==> config.mk <==
export PLATFORM = sky130hd
export DESIGN_NAME = qsc_clock_io
export DESIGN_NICKNAME = d
export VERILOG_FILES = /design/src/logic/qsc_pkg.sv /design/src/logic/qsc_clock_io.sv
export SDC_FILE = /design/constraint.sdc
export NUM_CORES = 1
export LEC_CHECK = 0
export BUFFER_PORTS_ARGS = -buffer_cell sky130_fd_sc_hd__buf_4
export CORE_UTILIZATION = 40
export DETAILED_ROUTE_END_ITERATION = 7
export REMOVE_ABC_BUFFERS = 1
export SLEW_MARGIN = 20
export SYNTH_ARGS = -nofsm -noshare
export SYNTH_HDL_FRONTEND = slang
export SYNTH_SLANG_ARGS = --single-unit
==> constraint.sdc <==
create_clock -name core_clk -period 2.5 [get_ports core_clk]
set_input_delay 0.125 -clock core_clk [delete_from_list [all_inputs] [get_ports core_clk]]
set_output_delay 0.125 -clock core_clk [all_outputs]
set_load 0.02 [all_outputs]
==> src/logic/qsc_pkg.sv <==
// Package for the quad-rate static memory clocking and pin-transfer block.
// Assumes core_clk runs at four times the base rate, twice the double-rate pin clock.
package qsc_pkg;
  // ==========================================================
  // Widths
  localparam int ADDR_W = 18;
  localparam int DATA_W = 18;
  localparam int BWS_W  = 2;

  // ==========================================================
  // Reset values of the forwarded clock pair and selects
  localparam logic RST_TFF   = 1'h0;
  localparam logic RST_KTRUE = 1'h0;
  localparam logic RST_KCOMP = 1'h1;
  localparam logic SEL_IDLE  = 1'h1;
  localparam logic SEL_ACT   = 1'h0;

  // ==========================================================
  // Phases of one base cycle: even phases end on a rising 2x edge,
  // odd phases end on a falling 2x edge
  typedef enum logic [3:0] {
    QSC_PH0 = 4'h1,
    QSC_PH1 = 4'h2,
    QSC_PH2 = 4'h4,
    QSC_PH3 = 4'h8
  } qsc_phase_t;

  // ==========================================================
  // System-side request, one per base cycle
  typedef struct packed {
    logic              rdEn;
    logic              wrEn;
    logic [ADDR_W-1:0] rdAddr;
    logic [ADDR_W-1:0] wrAddr;
    logic [BWS_W-1:0]  byteEn;
    logic [DATA_W-1:0] wrWord0;
    logic [DATA_W-1:0] wrWord1;
  } qsc_req_t;

  // Pin bundle toward the memory
  typedef struct packed {
    logic              rdSelN;
    logic              wrSelN;
    logic [BWS_W-1:0]  byteSelN;
    logic [ADDR_W-1:0] addr;
    logic [DATA_W-1:0] wrData;
  } qsc_pins_t;
endpackage

==> src/logic/qsc_clock_io.sv <==
// Clocking and double-rate pin transfer for a quad-rate static memory.
// Assumes core_clk runs at twice the 2x rate, one cycle per 2x edge; the returned memory clock and read
// data arrive asynchronously and are sampled by core_clk.
// Function
// - Two related clocks are used: a base-rate 1x clock and a double-rate 2x clock.
// - System requests are taken on the 1x clock and piped through 1x stages.
// - Write data and address leave at double rate, two values per base cycle; selects change once per base cycle.
// - The forwarded pair comes from a toggle flip-flop on the 2x clock whose outputs are registered.
// - The forwarded pair is a base-rate clock and its 180 degree shifted complement.
// - Each forwarded clock output is driven by its own dedicated register.
// - Clock registers move on the rising 2x edge, data and address on the falling one.
// - Read data is sampled by core_clk at edges of the returned memory clock, found through synchronizer flops.
// - A word launched on the rising returned clock is taken on its next falling edge.
// - A word launched on the rising complement is taken on the next rising true edge.
// - Active-low port selects are driven by us and sampled on the true clock rise.
`timescale 1ns/100ps
module qsc_clock_io (
  input  wire logic                      core_clk,
  input  wire logic                      reset_n,
  input  wire logic                      clkEn,
  input  wire qsc_pkg::qsc_req_t         sysReq,
  output qsc_pkg::qsc_pins_t             memPins,
  output logic                           memK,
  output logic                           memKn,
  input  wire logic                      retClk,
  input  wire logic [qsc_pkg::DATA_W-1:0] memRdData,
  output logic [qsc_pkg::DATA_W-1:0]     rdWord0,
  output logic [qsc_pkg::DATA_W-1:0]     rdWord1,
  output logic                           rdValid
);
  // ==========================================================
  // State
  typedef struct packed {
    qsc_pkg::qsc_phase_t         phase;
    qsc_pkg::qsc_req_t           stage;
    logic                        tff;
    logic                        kTrue;
    logic                        kComp;
    qsc_pkg::qsc_pins_t          pins;
    logic                        cS1;
    logic                        cS2;
    logic                        cS3;
    logic [qsc_pkg::DATA_W-1:0]  dS1;
    logic [qsc_pkg::DATA_W-1:0]  dS2;
    logic [qsc_pkg::DATA_W-1:0]  loWord;
    logic [qsc_pkg::DATA_W-1:0]  word0;
    logic [qsc_pkg::DATA_W-1:0]  word1;
    logic                        valid;
  } qsc_state_t;

  qsc_state_t st;
  qsc_state_t next_st;

  // ==========================================================
  // Next state
  always_comb begin
    next_st = st;
    next_st.valid = 1'h0;
    // Returned clock and data pass two flops before use
    next_st.cS1 = retClk;
    next_st.cS2 = st.cS1;
    next_st.cS3 = st.cS2;
    next_st.dS1 = memRdData;
    next_st.dS2 = st.dS1;
    if (st.cS3 && !st.cS2) begin
      next_st.loWord = st.dS2;
    end
    if (!st.cS3 && st.cS2) begin
      next_st.word0 = st.loWord;
      next_st.word1 = st.dS2;
      next_st.valid = 1'h1;
    end
    case (st.phase)
      qsc_pkg::QSC_PH0: next_st.phase = qsc_pkg::QSC_PH1;
      qsc_pkg::QSC_PH1: next_st.phase = qsc_pkg::QSC_PH2;
      qsc_pkg::QSC_PH2: next_st.phase = qsc_pkg::QSC_PH3;
      qsc_pkg::QSC_PH3: next_st.phase = qsc_pkg::QSC_PH0;
      default:          next_st.phase = qsc_pkg::QSC_PH0;
    endcase
    // Base-rate request stage, loaded once per 1x cycle
    if (st.phase == qsc_pkg::QSC_PH3) begin
      next_st.stage = sysReq;
    end
    // Rising 2x edge: toggle and register the forwarded pair
    if (st.phase == qsc_pkg::QSC_PH0 || st.phase == qsc_pkg::QSC_PH2) begin
      next_st.tff   = ~st.tff;
      next_st.kTrue = st.tff;
      next_st.kComp = ~st.tff;
    end
    // Falling 2x edge: first half carries read side and selects
    if (st.phase == qsc_pkg::QSC_PH1) begin
      next_st.pins.rdSelN = st.stage.rdEn ? qsc_pkg::SEL_ACT
                                          : qsc_pkg::SEL_IDLE;
      next_st.pins.wrSelN = st.stage.wrEn ? qsc_pkg::SEL_ACT
                                          : qsc_pkg::SEL_IDLE;
      next_st.pins.byteSelN = ~st.stage.byteEn;
      next_st.pins.addr   = st.stage.rdAddr;
      next_st.pins.wrData = st.stage.wrWord0;
    end
    // Falling 2x edge: second half carries write address and word
    if (st.phase == qsc_pkg::QSC_PH3) begin
      next_st.pins.addr   = st.stage.wrAddr;
      next_st.pins.wrData = st.stage.wrWord1;
    end
  end

  // ==========================================================
  // Registers
  always_ff @(posedge core_clk or negedge reset_n) begin
    if (!reset_n) begin
      st <= '0;
      st.phase <= qsc_pkg::QSC_PH0;
      st.tff   <= qsc_pkg::RST_TFF;
      st.kTrue <= qsc_pkg::RST_KTRUE;
      st.kComp <= qsc_pkg::RST_KCOMP;
      st.pins.rdSelN <= qsc_pkg::SEL_IDLE;
      st.pins.wrSelN <= qsc_pkg::SEL_IDLE;
      st.pins.byteSelN <= {qsc_pkg::BWS_W{qsc_pkg::SEL_IDLE}};
    end else if (clkEn) begin
      st <= next_st;
    end
  end

  assign memPins = st.pins;
  assign memK    = st.kTrue;
  assign memKn   = st.kComp;
  assign rdWord0 = st.word0;
  assign rdWord1 = st.word1;
  assign rdValid = st.valid;

  // ==========================================================
  // Checks
  logic evenPh;
  assign evenPh = (st.phase == qsc_pkg::QSC_PH0) ||
                  (st.phase == qsc_pkg::QSC_PH2);

  property p_comp;
    @(posedge core_clk) disable iff (!reset_n) memK != memKn;
  endproperty
  a_comp: assert property (p_comp) else $error("pair not complementary");

  property p_kEdge;
    @(posedge core_clk) disable iff (!reset_n)
      $changed(memK) |-> $past(evenPh) && $past(clkEn);
  endproperty
  a_kEdge: assert property (p_kEdge) else $error("clock moved off 2x rise");

  property p_kFromTff;
    @(posedge core_clk) disable iff (!reset_n)
      clkEn && evenPh |=> memK == $past(st.tff) && memKn == ~$past(st.tff);
  endproperty
  a_kFromTff: assert property (p_kFromTff) else $error("pair not from toggle");

  property p_dataEdge;
    @(posedge core_clk) disable iff (!reset_n)
      $changed(memPins) |-> !$past(evenPh);
  endproperty
  a_dataEdge: assert property (p_dataEdge) else $error("data moved on 2x rise");

  property p_take;
    @(posedge core_clk) disable iff (!reset_n)
      clkEn && st.phase == qsc_pkg::QSC_PH3 |=> st.stage == $past(sysReq);
  endproperty
  a_take: assert property (p_take) else $error("request not staged");

  property p_wrSel;
    @(posedge core_clk) disable iff (!reset_n)
      clkEn && st.phase == qsc_pkg::QSC_PH1 && st.stage.wrEn
      |=> !memPins.wrSelN && memPins.wrData == $past(st.stage.wrWord0);
  endproperty
  a_wrSel: assert property (p_wrSel) else $error("write select missing");

  property p_twoWords;
    @(posedge core_clk) disable iff (!reset_n)
      clkEn && st.phase == qsc_pkg::QSC_PH1 ##1 clkEn ##1 clkEn
      |=> memPins.wrData == $past(st.stage.wrWord1)
          && memPins.addr == $past(st.stage.wrAddr);
  endproperty
  a_twoWords: assert property (p_twoWords) else $error("second word missing");

  property p_capLo;
    @(posedge core_clk) disable iff (!reset_n)
      clkEn && st.cS3 && !st.cS2 |=> st.loWord == $past(st.dS2);
  endproperty
  a_capLo: assert property (p_capLo) else $error("fall capture lost");

  property p_capHi;
    @(posedge core_clk) disable iff (!reset_n)
      clkEn && !st.cS3 && st.cS2
      |=> rdValid && rdWord1 == $past(st.dS2) && rdWord0 == $past(st.loWord);
  endproperty
  a_capHi: assert property (p_capHi) else $error("rise capture lost");

  property p_rstK;
    @(posedge core_clk)
      !reset_n ##1 !reset_n
      |-> !memK && memKn && memPins.rdSelN && memPins.wrSelN;
  endproperty
  a_rstK: assert property (p_rstK) else $error("bad reset pair");

  property p_pulse;
    @(posedge core_clk) disable iff (!reset_n)
      rdValid && clkEn |=> !rdValid;
  endproperty
  a_pulse: assert property (p_pulse) else $error("valid held");

  property p_cvRead;
    @(posedge core_clk) disable iff (!reset_n) rdValid;
  endproperty
  c_cvRead: cover property (p_cvRead);

  property p_cvWrite;
    @(posedge core_clk) disable iff (!reset_n) !memPins.wrSelN;
  endproperty
  c_cvWrite: cover property (p_cvWrite);

  property p_cvBoth;
    @(posedge core_clk) disable iff (!reset_n)
      !memPins.wrSelN && !memPins.rdSelN;
  endproperty
  c_cvBoth: cover property (p_cvBoth);

  property p_cvStall;
    @(posedge core_clk) disable iff (!reset_n)
      !clkEn && st.phase == qsc_pkg::QSC_PH3;
  endproperty
  c_cvStall: cover property (p_cvStall);
endmodule // qsc_clock_io

Word-level counts from Yosys, hierarchy flattened. Index checks and enable logic that the tools add are counted.

Add/sub/neg operators: 0. Multipliers: 0. Div/mod/pow operators: 0. $lt $le $gt $ge: 0. Eq/ne operators: 4. Shifts and indexed selects: 0. Mux-type cells: 6. Bitwise operators: 2. Reductions and logical operators: 12.

Operators by type and width (count): $mux W36 (2); $pmux W4 S3 (1); $reduce_and A2 Y1 (6); $eq A4 B1 Y1 const B (1); $eq A4 B2 Y1 const B (1); $eq A4 B3 Y1 const B (1); $eq A4 B4 Y1 const B (1); $mux W1 (3); $logic_and A1 B1 Y1 (2); $logic_not A1 Y1 (2); $not A2 Y2 (1); $reduce_bool A2 Y1 (1); $logic_or A1 B1 Y1 (1); $not A1 Y1 (1).

Register bits after elaboration: 217. Latch bits: 0. Memory bits (writable): 0. Memory bits (read-only): 0. Output and inout bits: 79. Logic and storage cells: 49. Memories: 0.

Logic depth before layout (Yosys ltp).
Depth after elaboration: 3. Mapped depth: 6.

Worst setup path after synthesis. Ideal clock, no wire load.

Kind: flip-flop to flip-flop. From: reg st[214] in the netlist's numbering. To: reg st, in the netlist memPins[19]. Library setup time: 127 ps. Data arrival time: 1818 ps. Path slack: 555 ps. Cell stages (with the launch flop): 6. Path buffers: 2. Cells stage by stage: dfrtp_1 buf_6 nor4b_4 buf_6 mux2_1 mux2_1.

Cells in the longest elaborated chain, start to end: 3.

Ends and longest elaborated chain: from (decl) (RTL line qsc_clock_io.sv:51) `qsc_state_t st;`; from (signal assigned) (RTL line qsc_clock_io.sv:120) `st <= next_st;`; $eq A4 B2 Y1 or $eq A4 B4 Y1 (tied branches) (RTL line qsc_clock_io.sv:91, qsc_clock_io.sv:101); $reduce_bool A2 Y1 (no line); $reduce_and A2 Y1 (no line).

Parallel ways exist; a longest one is shown, timed or not. A chain may end at the register's enable or synchronous reset.

Worst setup path in the final report.
From: reg st[214] in the netlist's numbering. To: reg st, in the netlist memPins[28].

The elaborated chain is that of the path after synthesis.

==> impl_metrics.env <==
export IMPL_maxSlewViolCount=0
export IMPL_cp_data_arrival_time_ps=2320
export IMPL_grt_total_usage_pct=16.0
export IMPL_grt_ovfl_total=0
export IMPL_period_minus_slack_ps=1940
export IMPL_yosys_warnings=0
export IMPL_first_global_vias=5873
export IMPL_finalHoldViolations=0
export IMPL_cts_buffers=25
export IMPL_wl_per_cell_um=16.6
export IMPL_start_util_pct=40.7
export IMPL_status="finished, final reports clean"
export IMPL_syn_inst=599
export IMPL_dr_pass1_iters=4
export IMPL_reg2reg_to="memPins[28]$_DFFE_PN0P_"
export IMPL_synth_cell_type_count=25
export IMPL_cts_sinks=217
export IMPL_r2r_slack_ps=560
export IMPL_cts_resized=0
export IMPL_worstPathMaxFanout=36
export IMPL_first_iter_violations=141
export IMPL_clk_latency_ps=510
export IMPL_r2r_cells=4
export IMPL_maxCapViolCount=0
export IMPL_clock_skew_ps=14.5
export IMPL_synth_seq_cells=217
export IMPL_dieArea_um2=23600
export IMPL_nFillCells=1850
export IMPL_wirelength_um=18400
export IMPL_yosysTopAreaCellShare_pct=57.5
export IMPL_layout_drive_gt1_share_pct=53.9
export IMPL_grt_max_degree=79
export IMPL_dp_hpwl_um=11700
export IMPL_grt_pass1_wl_um=30300
export IMPL_syn_area_um2=9190
export IMPL_die_h_um=154
export IMPL_nNetsFinal=905
export IMPL_core_area_um2=22600
export IMPL_required_ps=2880
export IMPL_portBuffers=176
export IMPL_timing_slew_headroom_pct=55.2
export IMPL_clk_pin_slew_ps=50
export IMPL_area_delta_synth_final_pct=30.5
export IMPL_setup_viol=0
export IMPL_fin_cells=1105
export IMPL_fin_ws_ps=557
export IMPL_startpoint="st[214]$_DFFE_PN0P_"
export IMPL_ant_nets=0
export IMPL_max_freq_mhz=515
export IMPL_rsz0062_at_grt="no"
export IMPL_vdd_drop_max_v=0.000748
export IMPL_clockBufferDepth=3
export IMPL_power_density_nw_per_um2=1020
export IMPL_drc=0
export IMPL_endpoint="memPins[28]$_DFFE_PN0P_"
export IMPL_die_x_um=154
export IMPL_fin_util_pct=53.1
export IMPL_cts_tree="yes"
export IMPL_dp_cells=968
export IMPL_period_share_pct=77.7
export IMPL_syn_area_per_cell_um2=15.3
export IMPL_ys_seq_area_share_pct=59.2
export IMPL_ios=177
export IMPL_htreeDepth=1
export IMPL_criticalPathCategory="reg -> reg"
export IMPL_synth_top_area_cell="dfrtp_1"
export IMPL_dp_slack_ps=537
export IMPL_min_delay_path_class="in -> async"
export IMPL_rows=55
export IMPL_r2r_start="st[214]$_DFFE_PN0P_"
export IMPL_cts_root_buffer_cell="clkbuf_16"
export IMPL_p_leak_nw=5.74
export IMPL_tightest_slew_ps=672
export IMPL_crit_path_end_kind="register"
export IMPL_dr_total_vias=5251
export IMPL_synth_area_top_cells="dfrtp_1, mux2_2, buf_4"
export IMPL_antenna_found_initial=0
export IMPL_avgViaCountPerCell=4.75
export IMPL_n_antenna_cell=0
export IMPL_cp_start_kind="register"
export IMPL_routabilityCongestion=0.747
## worst max-delay path: stages (launching register included)
cell     delay [ps]
dfrtp_1         480
nor4b_4         360
buf_12          290
mux2_1          350
mux2_1          310
## logic make-up (layout without fill, tap and decap cells)
logic type	after synthesis	after routing	share of synthesized area (%)
xor gates and xnor gates	3	3	0.286
and+or+nand+nor	13	13	1.24
DFF	217	217	59.2
buffers and inverters	112	333	8.57
muxes	247	247	30.2
AOI/OAI and AO/OA	7	7	0.490
## flip-flops by register name (all words and copies together), names as in the netlist
name	count
next_st	20
memKn	1
rdWord1	18
memPins	40
st	118
rdWord0	18
memK	1
rdValid	1
## cell type report
cell class / count / area (um2) / area share, %
well taps: 285 / 357 / 2.97
inverters: 9 / 33.8 / 0.282
multi-input cells: 270 / 2970 / 24.8
flip-flops and latches: 217 / 5440 / 45.4
clock buffers: 32 / 672 / 5.60
clock inverters: 8 / 73.8 / 0.616
repair buffers: 284 / 2440 / 20.4
## cell usage after synthesis
cell	count
dfrtp_1	211
mux2_2	210
buf_4	77
mux2_1	32
buf_2	14
inv_1	9
buf_6	8
dfstp_2	6
mux2i_1	5
buf_1	4
o21ai_0	4
nor2_1	3
xnor2_1	3
nand3b_1	2
a211o_1	1
a31oi_1	1
a32o_1	1
nand3_1	1
nand4_1	1
nand4b_1	1
nor2b_1	1
nor2b_2	1
nor4_4	1
nor4b_4	1
or4_1	1
## cells in the final DEF (no fill, tap or decap), drive strengths merged, types with 4 or more instances in the layout
master,n
o21ai,4
dfstp,6
clkbuf,33
clkinv,4
buf,186
mux2,242
inv,10
dfrtp,211
dlygate4sd3,97
mux2i,5
## stage by stage
step                      power (W)  hold slack [ps]  TNS, ps  area [um2]
after floorplan             0.00734             -171   -70520        8430
after global placement      0.00866              171        0       10300
after global routing         0.0129              271        0       12000
after CTS                    0.0124              227        0       12000
final                        0.0122              197        0       12000
after detailed placement    0.00885              191        0       10300
## power breakdown
group	switching (W)	internal [W]
Sequential	0.000649	0.00469
Combinational	0.00158	0.00196
Clock	0.00131	0.00198
## what timing repair did
item,in CTS,in global routing
hold buffers,97,0
buffers inserted,0,0
endpoints found under the hold margin,171,0
## metal layers
| metal | up-vias | part of all wire, % | global-route usage [%] |
|---|---|---|---|
| met5 | - | 0 | 0 |
| met4 | 0 | 2.0 | 3.95 |
| met3 | 24 | 6.4 | 4.37 |
| met2 | 152 | 48 | 26.8 |
| met1 | 2664 | 44 | 20.4 |
| li1 | 2411 | - | - |
## worst min path at each step
stage,start,endpoint,slack (ps),cells past startpoint
floorplan,reset_n,memK$_DFFE_PN0P_,-170,0
global placement,reset_n,st[182]$_DFFE_PN0P_,170,1
detailed placement,reset_n,st[200]$_DFFE_PN0P_,190,1
CTS,reset_n,st[200]$_DFFE_PN0P_,230,2
global route,reset_n,memPins[25]$_DFFE_PN0P_,270,2
finish,reset_n,st[182]$_DFFE_PN0P_,200,2
No activity file was read; power rests on OpenSTA's default activity.
